## src/rtl/bsc_pkg.sv

```systemverilog
// Package of constants and types for the boot strap capture block.
package bsc_pkg;
    localparam int unsigned CLK_HZ           = 25_000_000;
    localparam int unsigned MSB_SLOW_HZ      = 100_000;
    localparam int unsigned MSB_FAST_HZ      = 400_000;
    localparam int unsigned MSB_SLOW_DIV     = CLK_HZ / MSB_SLOW_HZ;
    localparam int unsigned MSB_FAST_DIV     = CLK_HZ / MSB_FAST_HZ;
    localparam int unsigned DIV_W            = 8;
    localparam int unsigned REF_100_MHZ      = 100;
    localparam int unsigned REF_125_MHZ      = 125;
    localparam int unsigned SER_CLK_MHZ      = 5000;
    localparam int unsigned CORE_CLK_MHZ     = 250;
    localparam logic [2:0]  MODE_NORMAL      = 3'h0;
    localparam logic [2:0]  MODE_NORMAL_EE   = 3'h1;
    localparam logic [2:0]  MODE_RST         = 3'h0;
    // Status vector bit positions.
    localparam int unsigned ST_CCLK_DS       = 0;
    localparam int unsigned ST_CCLK_US       = 1;
    localparam int unsigned ST_MSB_SLOW      = 2;
    localparam int unsigned ST_REF_SEL       = 3;
    localparam int unsigned ST_HALT          = 4;
    localparam int unsigned ST_MODE_LO       = 5;
    localparam int unsigned ST_W             = 8;
    localparam logic [ST_W-1:0] ST_RST       = 8'h00;

    typedef enum logic [2:0] {
        BSC_IDLE  = 3'b001,
        BSC_HALT  = 3'b010,
        BSC_RUN   = 3'b100
    } bsc_state_t;

    typedef struct packed {
        bsc_state_t              state;
        logic                    pin_prev;
        logic                    fund_active;
        logic                    cclk_ds;
        logic                    cclk_us;
        logic                    msb_slow;
        logic                    ref_sel;
        logic                    halt;
        logic [2:0]              mode;
        logic                    slot_ds;
        logic                    slot_us;
        logic [DIV_W-1:0]        div_cnt;
        logic                    msb_tick;
        logic                    core_reset;
        logic                    bypass;
    } bsc_regs_t;
endpackage : bsc_pkg

```

## src/rtl/bsc_boot_strap.sv

```systemverilog
// Boot strap capture, override and clock select for the switch core.
`timescale 1ns/100ps
module bsc_boot_strap
(
    input  wire logic             clock,                 // 25 MHz clock
    input  wire logic             srst,                  // Sync reset
    input  wire logic             external_reset_pin_n,  // Reset pin
    input  wire logic             software_fundamental_reset_bit, // Pulse
    input  wire logic             ref_clock_freq_select, // Strap
    input  wire logic             common_clock_downstream_strap, // Strap
    input  wire logic             common_clock_upstream_strap,   // Strap
    input  wire logic             master_serial_bus_slow_strap,  // Strap
    input  wire logic             reset_halt_strap,      // Strap
    input  wire logic [2:0]       operating_mode_strap,  // Strap
    input  wire logic             pll_bypass_mode_sel,   // Bypass test select
    input  wire logic             ovr_wr,                // Override write
    input  wire logic             ovr_cclk_ds,           // Override value
    input  wire logic             ovr_cclk_us,           // Override value
    input  wire logic             ovr_halt,              // Override value
    input  wire logic             halt_clear,            // Control clears halt
    input  wire logic             slot_ds_wr,            // Software slot write
    input  wire logic             slot_us_wr,            // Software slot write
    input  wire logic             slot_wdata,            // Slot write value
    output logic [bsc_pkg::ST_W-1:0] switch_status_register, // Straps
    output logic                  slot_clock_ds,         // Downstream slot bit
    output logic                  slot_clock_us,         // Upstream slot bit
    output logic                  msb_tick,              // Serial bus rate
    output logic                  core_reset,            // Core held in reset
    output logic                  core_clk_from_ref,     // Bypass selected
    output logic                  eeprom_init_en,        // Mode 1 selected
    output logic                  mode_reserved          // Mode 2 to 7
);
    import bsc_pkg::*;

    bsc_regs_t r_ff;
    bsc_regs_t nxt_r;
    logic      pin_rise;

    always_comb
    begin
        nxt_r    = r_ff;
        pin_rise = external_reset_pin_n && !r_ff.pin_prev;
        nxt_r.pin_prev = external_reset_pin_n;
        if (!external_reset_pin_n || software_fundamental_reset_bit)
        begin
            nxt_r.fund_active = 1'b1;
            nxt_r.state       = BSC_IDLE;
            nxt_r.core_reset  = 1'b1;
        end
        // Straps are only looked at on the pin's negation edge.
        if (pin_rise)
        begin
            nxt_r.cclk_ds  = common_clock_downstream_strap;
            nxt_r.cclk_us  = common_clock_upstream_strap;
            nxt_r.msb_slow = master_serial_bus_slow_strap;
            nxt_r.ref_sel  = ref_clock_freq_select;
            nxt_r.halt     = reset_halt_strap;
            nxt_r.mode     = operating_mode_strap;
            nxt_r.bypass   = pll_bypass_mode_sel;
        end
        // Software reset leaves the captured straps as they are.
        if (r_ff.fund_active && ovr_wr && external_reset_pin_n)
        begin
            nxt_r.cclk_ds = ovr_cclk_ds;
            nxt_r.cclk_us = ovr_cclk_us;
            nxt_r.halt    = ovr_halt;
        end
        // Reset ends one cycle after the capture edge, so that the slot
        // bits and the halt decision see the freshly latched straps.
        if (r_ff.fund_active && external_reset_pin_n && !pin_rise &&
            !software_fundamental_reset_bit && !ovr_wr)
        begin
            nxt_r.fund_active = 1'b0;
            nxt_r.slot_ds     = r_ff.cclk_ds;
            nxt_r.slot_us     = r_ff.cclk_us;
            nxt_r.state       = r_ff.halt ? BSC_HALT : BSC_RUN;
            nxt_r.core_reset  = r_ff.halt;
        end
        unique case (r_ff.state)
            BSC_IDLE: ;
            BSC_HALT:
            begin
                if (halt_clear && !r_ff.fund_active)
                begin
                    // The status halt bit keeps the captured strap value.
                    nxt_r.state      = BSC_RUN;
                    nxt_r.core_reset = 1'b0;
                end
            end
            BSC_RUN: ;
            default:
            begin
                nxt_r.state = BSC_IDLE;
            end
        endcase
        if (!r_ff.fund_active)
        begin
            if (slot_ds_wr)
            begin
                nxt_r.slot_ds = slot_wdata;
            end
            if (slot_us_wr)
            begin
                nxt_r.slot_us = slot_wdata;
            end
        end
        // Serial bus rate tick; divider keeps running so buses stay live.
        nxt_r.msb_tick = 1'b0;
        if (r_ff.div_cnt == 8'h00)
        begin
            nxt_r.msb_tick = 1'b1;
            nxt_r.div_cnt  = r_ff.msb_slow ? DIV_W'(MSB_SLOW_DIV - 1)
                                           : DIV_W'(MSB_FAST_DIV - 1);
        end
        else
        begin
            nxt_r.div_cnt = r_ff.div_cnt - 8'h01;
        end
    end

    always_ff @(posedge clock)
    begin
        if (srst)
        begin
            r_ff            <= '0;
            r_ff.state      <= BSC_IDLE;
            r_ff.pin_prev   <= 1'b1;
            r_ff.core_reset <= 1'b1;
            r_ff.mode       <= MODE_RST;
        end
        else
        begin
            r_ff <= nxt_r;
        end
    end

    always_comb
    begin
        switch_status_register                = ST_RST;
        switch_status_register[ST_CCLK_DS]    = r_ff.cclk_ds;
        switch_status_register[ST_CCLK_US]    = r_ff.cclk_us;
        switch_status_register[ST_MSB_SLOW]   = r_ff.msb_slow;
        switch_status_register[ST_REF_SEL]    = r_ff.ref_sel;
        switch_status_register[ST_HALT]       = r_ff.halt;
        switch_status_register[ST_MODE_LO+:3] = r_ff.mode;
    end

    assign slot_clock_ds     = r_ff.slot_ds;
    assign slot_clock_us     = r_ff.slot_us;
    assign msb_tick          = r_ff.msb_tick;
    // Without bypass the core follows the 250 MHz upstream PLL clock.
    // PLL lane clocks are analog and outside this logic.
    assign core_reset        = r_ff.core_reset;
    assign core_clk_from_ref = r_ff.bypass;
    assign eeprom_init_en    = (r_ff.mode == MODE_NORMAL_EE);
    assign mode_reserved     = (r_ff.mode != MODE_NORMAL) &&
                               (r_ff.mode != MODE_NORMAL_EE);

    a_halt_holds: assert property (
        @(posedge clock) disable iff (srst)
        (r_ff.state == BSC_HALT && !halt_clear) |=> core_reset)
        else $error("halt state left without clear");
    a_halt_exit: assert property (
        @(posedge clock) disable iff (srst)
        $fell(core_reset) |-> $past(halt_clear) || !$past(r_ff.halt))
        else $error("core reset released without halt clear");
    a_strap_ignore: assert property (
        @(posedge clock) disable iff (srst)
        (!pin_rise && !(r_ff.fund_active && ovr_wr)) |=>
        $stable(switch_status_register))
        else $error("status changed outside capture");
    a_strap_capture: assert property (
        @(posedge clock) disable iff (srst)
        (pin_rise && !ovr_wr) |=>
        switch_status_register[ST_REF_SEL] == $past(ref_clock_freq_select))
        else $error("reference select not captured");
    a_sw_reuse: assert property (
        @(posedge clock) disable iff (srst)
        (software_fundamental_reset_bit && external_reset_pin_n &&
         r_ff.pin_prev && !ovr_wr) |=>
        $stable(switch_status_register[ST_MODE_LO+:3]))
        else $error("software reset resampled straps");
    a_tick_rate: assert property (
        @(posedge clock) disable iff (srst)
        (msb_tick && r_ff.msb_slow && $stable(r_ff.msb_slow)) |=>
        !msb_tick[*8])
        else $error("serial bus tick too fast");
    a_mode_dec: assert property (
        @(posedge clock) disable iff (srst)
        eeprom_init_en |-> !mode_reserved && r_ff.mode == 3'h1)
        else $error("mode decode wrong");
    a_slot_init: assert property (
        @(posedge clock) disable iff (srst)
        $fell(r_ff.fund_active) |-> slot_clock_ds == r_ff.cclk_ds &&
        slot_clock_us == r_ff.cclk_us)
        else $error("slot clock bit not loaded from strap");
    // Overrides arriving after reset has ended must leave status alone.
    a_ovr_refused: assert property (
        @(posedge clock) disable iff (srst)
        (!r_ff.fund_active && ovr_wr && !pin_rise) |=>
        $stable(switch_status_register))
        else $error("override taken outside reset");
    a_bypass_hold: assert property (
        @(posedge clock) disable iff (srst)
        !pin_rise |=> $stable(core_clk_from_ref))
        else $error("core clock source moved outside capture");
    a_slot_write: assert property (
        @(posedge clock) disable iff (srst)
        (!r_ff.fund_active && slot_ds_wr) |=>
        slot_clock_ds == $past(slot_wdata))
        else $error("software slot write lost");
    a_halt_entry: assert property (
        @(posedge clock) disable iff (srst)
        $fell(r_ff.fund_active) |-> core_reset == r_ff.halt)
        else $error("core reset does not follow halt at reset end");
endmodule : bsc_boot_strap

```

## config.mk

```make
export PLATFORM = sky130hd
export DESIGN_NAME = bsc_boot_strap
export DESIGN_NICKNAME = d
export VERILOG_FILES = /design/src/rtl/bsc_pkg.sv /design/src/rtl/bsc_boot_strap.sv
export SDC_FILE = /design/constraint.sdc
export NUM_CORES = 1
export LEC_CHECK = 0
export BUFFER_PORTS_ARGS = -buffer_cell sky130_fd_sc_hd__buf_4
export CAP_MARGIN = 15
export CORE_MARGIN = 3
export CORE_UTILIZATION = 35
export DETAILED_ROUTE_END_ITERATION = 16
export SYNTH_ARGS = -nofsm -noshare
export SYNTH_HDL_FRONTEND = slang
export SYNTH_SLANG_ARGS = --single-unit
```

## constraint.sdc

```tcl
create_clock -name clock -period 2.75 [get_ports clock]
set_input_delay 0.4125 -clock clock [delete_from_list [all_inputs] [get_ports clock]]
set_output_delay 0.4125 -clock clock [all_outputs]
set_load 0.01 [all_outputs]
```

==> summary.txt, run 1 <==
Timing
  – Fmax: 0.627 GHz
  – Worst Tran Pin Value: 0.621 ns
  – Final setup viols: 0
  – RSZ-0062 raised after global routing: no
  – Worst rel slew slack: 0.585
  – Fin crit period: 1.59 ns
  – Final Cycle Share: 0.580
  – Final hold vios: 0
  – Setup Skew: 0.00440 ns
  – Max Slew Vio Count: 0
  – Setup TNS: 0 ns

Finish
  – Layout cells sized above 1: 0.275
  – Antenna cells: 0
  – Final Cell Area: 1500 sq um
  – Fillcell total: around 340
  – Area Overhead vs Synth: 22.1%
  – NumNets Final: slightly below 200

Worst setup path
  – Worst Path Required: 2.34 ns
  – Buf/Inv on CP: 1
  – CP top delay family: simple AND/OR/NAND/NOR gates
  – Max incr delay on CP: 0.35 ns
  – Ordered list of cells on the worst path: or2_2 > nor2_1 > buf_4
  – Endpoint type of the worst setup path: primary output
  – Slowest CP cell: dfxtp_1
  – Worst Path Max Fanout: 3
  – CP Class: reg2out
  – CP startpoint kind: register
  – Arrival time worst endpoint: 1.18 ns

Synthesis
  – Dominant synthesized flop cell: dfxtp_1
  – Syn_area_per_cell: between 8 and 9 sq um
  – Post-synthesis sequential element count: 26
  – Mapped Cells: 146
  – Yosys cell types: 33
  – Yosys warns: 0
  – Mapped Nets: 169
  – Seq/Total Area, Yosys: 0.425
  – FFs w/ async S/R, synth: 0
  – Post-synth EDFFs: 0
  – Mapped cell area: 1220 sq um

Pwr
  – Pleak: 0.624 nW
  – Design Power: 1.01 mW
  – Pwr dens: 674 nW/um^2
  – Worst vdd ir: 0.477 mV

Route
  – DRC Markers: 0
  – Total number of vias: 1061
  – Post-DRT Antenna Nets: 0
  – Vias per cell: 4.93
  – Post-Route WL: 2680 microns
  – DRT iter0 DRCs: 40
  – Wire length per cell: between 10 and 15 microns
  – Initial DRT Pass Iterations: 4

Global routing
  – Largest net degree at the start of global routing: 26
  – Initial antenna violation count: 0
  – Total GRT Usage: 0.136
  – GRT Residual Overflow: 0
  – Vias in the first global route: 1042
  – First-pass GRT wire length: 4620 microns

CTS
  – CTS sink cnt: 26
  – Skew-Pair Late Insertion Delay: approximately 0.31 ns
  – CTS tree: yes
  – CTS Hold Buffers Added: 0
  – Num CTS Buffers: 3
  – Post-CTS Resized: 0
  – Setup Fix Bufs, Post-CTS: 0
  – Clock Path Buffers: 2
  – H-tree depth: 1
  – Clk pin slew, worst setup/hold paths: 0.14 ns
  – Root buffer cell: clkbuf_4

Die
  – Initial Util: 0.382
  – Die W: between 60 and 70 microns
  – Die height: 65.2 microns
  – Full die area: approximately 4200 sq um
  – IO Pins: 36
  – FP Rows: 20
  – Core area: around 3200 sq um

Placed design
  – Detailed Place HPWL: about 2000 microns
  – Gpl congestion: 0.725
  – # port buffers: 35
  – Cell area after placement: around 1500 sq um

Run status
  – Status: complete, no violations

Worst hold path
  – Min-Delay Path Class: in2reg

Run
  – MaxCap Viol Count: 0
[cell usage in the layout, fill, tap and decap left out, types with 2 or more instances in the layout]
cell type and n:
buf_4 35, nand2_1 26, dfxtp_1 26, a21oi_1 14
nor2_1 13, a311oi_1 7, nand2b_1 6, nor3_1 5
inv_1 4, o21ai_0 3, clkbuf_4 3, or2_2 2
nor2b_1 2, mux2i_1 2, mux2_2 2, xor2_1 2
xnor2_1 2, ha_1 2
[cell families (layout without fill, tap and decap cells)]
logic type	count (synthesis)	in the layout	synth area share
mux	4	4	0.0347
compound gates	30	30	0.161
xor+xnor	4	4	0.0286
buf+inv	18	43	0.0807
flops	26	26	0.425
fa+ha+maj	2	2	0.0204
simple gates	62	62	0.249
[layer usage]
metal,part of all wire,GRT usage,vias to the layer above
li1,-,-,534
met1,0.42,0.157,499
met2,0.50,0.247,26
met3,0.065,0.0410,2
met4,0.0071,0.0311,0
met5,0,0,-
[final timing paths]
path / from / end / slack (ns) / depth (start not counted)
worst min register to register: core_clk_from_ref / core_clk_from_ref / 0.47 / 2
worst max-delay path: switch_status_register[7] / eeprom_init_en / 1.16 / 3
worst min-delay path: external_reset_pin_n / r_ff[22] / 0.32 / 2
worst max register to register: r_ff[3] / r_ff[9] / 1.31 / 6
[state kept, by name (all words and copies together), names as in the netlist]
name and flops:
r_ff 13, switch_status_register 8, core_clk_from_ref 1, core_reset 1, msb_tick 1, slot_clock_ds 1
slot_clock_us 1
[Yosys cell counts (2+ instances only)]
cell type,n,area [sq um]
a21oi_1,14,70.1
a311oi_1,7,61.3
buf_4,8,60.1
clkbuf_1,5,18.8
dfxtp_1,26,521
ha_1,2,25.0
inv_1,4,15.0
mux2_2,2,22.5
mux2i_1,2,20.0
nand2_1,26,97.6
nand2b_1,6,37.5
nor2_1,13,48.8
nor2b_1,2,12.5
nor3_1,5,25.0
o21ai_0,3,15.0
or2_2,2,12.5
xnor2_1,2,17.5
xor2_1,2,17.5
[stage by stage]
| stage | worst slack, ns | hold slack [ns] | cells | util |
|---|---|---|---|---|
| floorplan | 1.32 | 0.437 | 146 | - |
| global placement | 1.17 | 0.447 | 211 | 0.455 |
| detailed placement | 1.11 | 0.455 | 211 | 0.455 |
| CTS | 1.14 | 0.313 | 215 | 0.467 |
| global route | 1.06 | 0.309 | 215 | 0.467 |
| finish | 1.16 | 0.324 | 215 | 0.467 |
[final cells by class]
class,instances,area (sq um),area share
multi-input combinational,102,606,0.405
sequential,26,520,0.348
timing repair buffer,35,263,0.176
tap,44,55.1,0.0368
clock buffer,4,36.3,0.0243
inverter,4,15.0,0.0100
[power by group]
group          internal, mW  switching (mW)
sequential            0.436          0.0609
clock                0.0809           0.108
combinational         0.164           0.158
(Power assumes the default switching activity.)
==> run 2, diff against run 1 <==
- clock period: 2.75 -> 1.4 ns (I/O delays scaled with it)
==> run 2 against run 1 <==
Non-clock buffer count is 6 higher; total power up 100%; worst setup slack lost 1.1 ns; utilization up 2.0 points; register-to-register slack worse by 1.2 ns; clock power grew 94%; clock skew rose by 0.0074 ns; first-iteration DRC count is the same; global-route usage decreased by 0.53 points; sequential cell count unchanged; clock-buffer cell count unchanged; combinational power grew 120%; highest routed layer unchanged.
==> summary.txt, run 2 (synthesis results as in run 1) <==
Run status
  – Status: complete, no violations

Worst setup path
  – Endpoint type of the worst setup path: register
  – Worst Path Max Fanout: 3 (unchanged)
  – CP startpoint kind: register
  – Ordered list of cells on the worst path: inv_1 > ha_2 > nand2b_1 > mux2_2 > a21oi_2 > a311oi_1
  – Arrival time worst endpoint: 1.54 ns (+0.36 ns)
  – CP top delay family: flip-flops
  – Buf/Inv on CP: 1 (unchanged)
  – Max incr delay on CP: 0.36 ns (about the same)
  – Slowest CP cell: dfxtp_2
  – Reg2Reg Setup Slack: 0.07 ns (-1.24 ns)
  – CP Class: reg2reg
  – Worst Path Required: 1.61 ns (-0.73 ns)

Placed design
  – Detailed Place HPWL: 2080 microns (+4.0%)
  – Gpl congestion: 0.812 (+12%)
  – Post-Place Setup Slack: 0.0250 ns (-1.08 ns)
  – # port buffers: 35 (unchanged)

Pwr
  – Worst vdd ir: 0.814 mV (+71%)
  – Pwr dens: 1320 nW/um^2 (+95%)
  – Pleak: 0.654 nW (+4.8%)
  – Design Power: 2.05 mW (+100%)

Route
  – Post-Route WL: 2650 microns (-1.1%)
  – Post-DRT Antenna Nets: 0 (unchanged)
  – Wire length per cell: 12.0 microns (-3.8%)
  – DRC Markers: 0 (unchanged)
  – DRT iter0 DRCs: 40 (unchanged)
  – Vias per cell: 4.90 (-0.79%)
  – Initial DRT Pass Iterations: 4 (unchanged)
  – Total number of vias: 1082 (+2.0%)

CTS
  – Root buffer cell: clkbuf_4
  – Setup Fix Bufs, Post-CTS: 0 (unchanged)
  – Clk pin slew, worst setup/hold paths: 0.14 ns (about the same)
  – H-tree depth: 1 (unchanged)
  – Clock Path Buffers: 2 (unchanged)
  – CTS tree: yes
  – Num CTS Buffers: 3 (unchanged)
  – CTS sink cnt: 26 (unchanged)
  – Skew-Pair Late Insertion Delay: 0.31 ns (about the same)

Finish
  – Most frequent cells in the layout: buf_4, nand2_1, dfxtp_1
  – NumNets Final: 201 (+3.1%)
  – Antenna cells: 0 (unchanged)
  – Area Overhead vs Synth: 27.2%
  – Fin util: 0.486 (+0.0195)
  – Flip-flop count of the largest register after layout: 13 (unchanged)
  – Multi-input combinational cell area: 619 sq um (+2.3%)
  – Most common cell after layout, fill and taps aside: buf_4
  – Layout cells sized above 1: 0.339 (+0.0641)
  – Fillcell total: 343 (+1.8%)
  – Flip-flop and latch area: 524 sq um (+0.72%)
  – Top reg by flops: r_ff

Die
  – Die W: 65.2 microns (unchanged)
  – Full die area: 4250 sq um (unchanged)
  – IO Pins: 36 (unchanged)
  – Die height: 65.2 microns (unchanged)
  – Core area: 3200 sq um (unchanged)
  – FP Rows: 20 (unchanged)
  – Initial Util: 0.382 (unchanged)

Run
  – MaxCap Viol Count: 0 (unchanged)

Timing
  – Max Slew Vio Count: 0 (unchanged)
  – Worst setup margin: 0.0730 ns (-1.08 ns)
  – Final Cycle Share: 0.948
  – Worst Tran Pin Value: 0.285 ns (-0.337 ns)
  – Setup TNS: 0 ns (unchanged)
  – RSZ-0062 raised after global routing: yes
  – Fmax: 0.754 GHz
  – Final setup viols: 0 (unchanged)
  – Worst rel slew slack: 0.810 (+0.225)
  – Final hold vios: 0 (unchanged)
  – Setup Skew: 0.0118 ns (+0.00745 ns)
  – Fin crit period: between 1 and 1.5 ns

Global routing
  – Total GRT Usage: 0.131 (-0.00526)
  – First-pass GRT wire length: 4510 microns (-2.6%)
  – Initial antenna violation count: 0 (unchanged)
  – Vias in the first global route: 1071 (+2.8%)
  – GRT Residual Overflow: 0 (unchanged)
  – Largest net degree at the start of global routing: 26 (unchanged)

Worst hold path
  – Min-Delay Path Class: in2reg
## run 2: cell types whose count changed in the layout (fill, tap and decap cells not counted), sizes merged
| cell | before | now |
|---|---|---|
| buf | 35 | 41 |
## run 2: routing by layer
metal,GRT usage,share of wire,wire length (microns)
met4,0.0389,0.0053,14
met2,0.239,0.50,1330
met1,0.155,0.44,1180
met3,0.0239,0.045,118
met5,0,0,0
## run 2: per-stage QoR
step | std cells | hold WS [ns] | cell area [sq um]
floorplan | 146 | 0.317 | 1220
finish | 221 | 0.133 | 1560
global route | 221 | 0.119 | 1560
CTS | 221 | 0.124 | 1540
global placement | 217 | 0.447 | 1500
detailed placement | 217 | 0.451 | 1500
## run 2: worst min-delay path, cell delays in order
cell and delay [ns]:
buf_4 0.11, nand2_1 0.04, a21oi_1 0.05
## run 2: path summary, 6_finish.rpt
check / from / endpoint / cells past startpoint
max: r_ff[4] / r_ff[9] / 6
min: operating_mode_strap[0] / switch_status_register[5] / 3
max reg2reg: r_ff[4] / r_ff[9] / 6
min reg2reg: switch_status_register[3] / switch_status_register[3] / 2
## run 2: where the power goes
group / switching, mW / internal (mW) / total [mW]
Combinational: 0.337 / 0.371 / 0.708
Clock: 0.207 / 0.159 / 0.366
Sequential: 0.117 / 0.861 / 0.978
Total: 0.661 / 1.39 / 2.05
## run 2: cell type report
class	instances	area share
clock buffer	4	0.0233
inverter	4	0.00964
multi-input combinational	102	0.398
sequential	26	0.337
tap	44	0.0353
timing repair buffer	41	0.198
## run 2: timing repair
action	CTS	global route
endpoints found under the setup margin	0	7
resized for setup	0	8
endpoints found under the hold margin	0	0
hold buffers	0	0
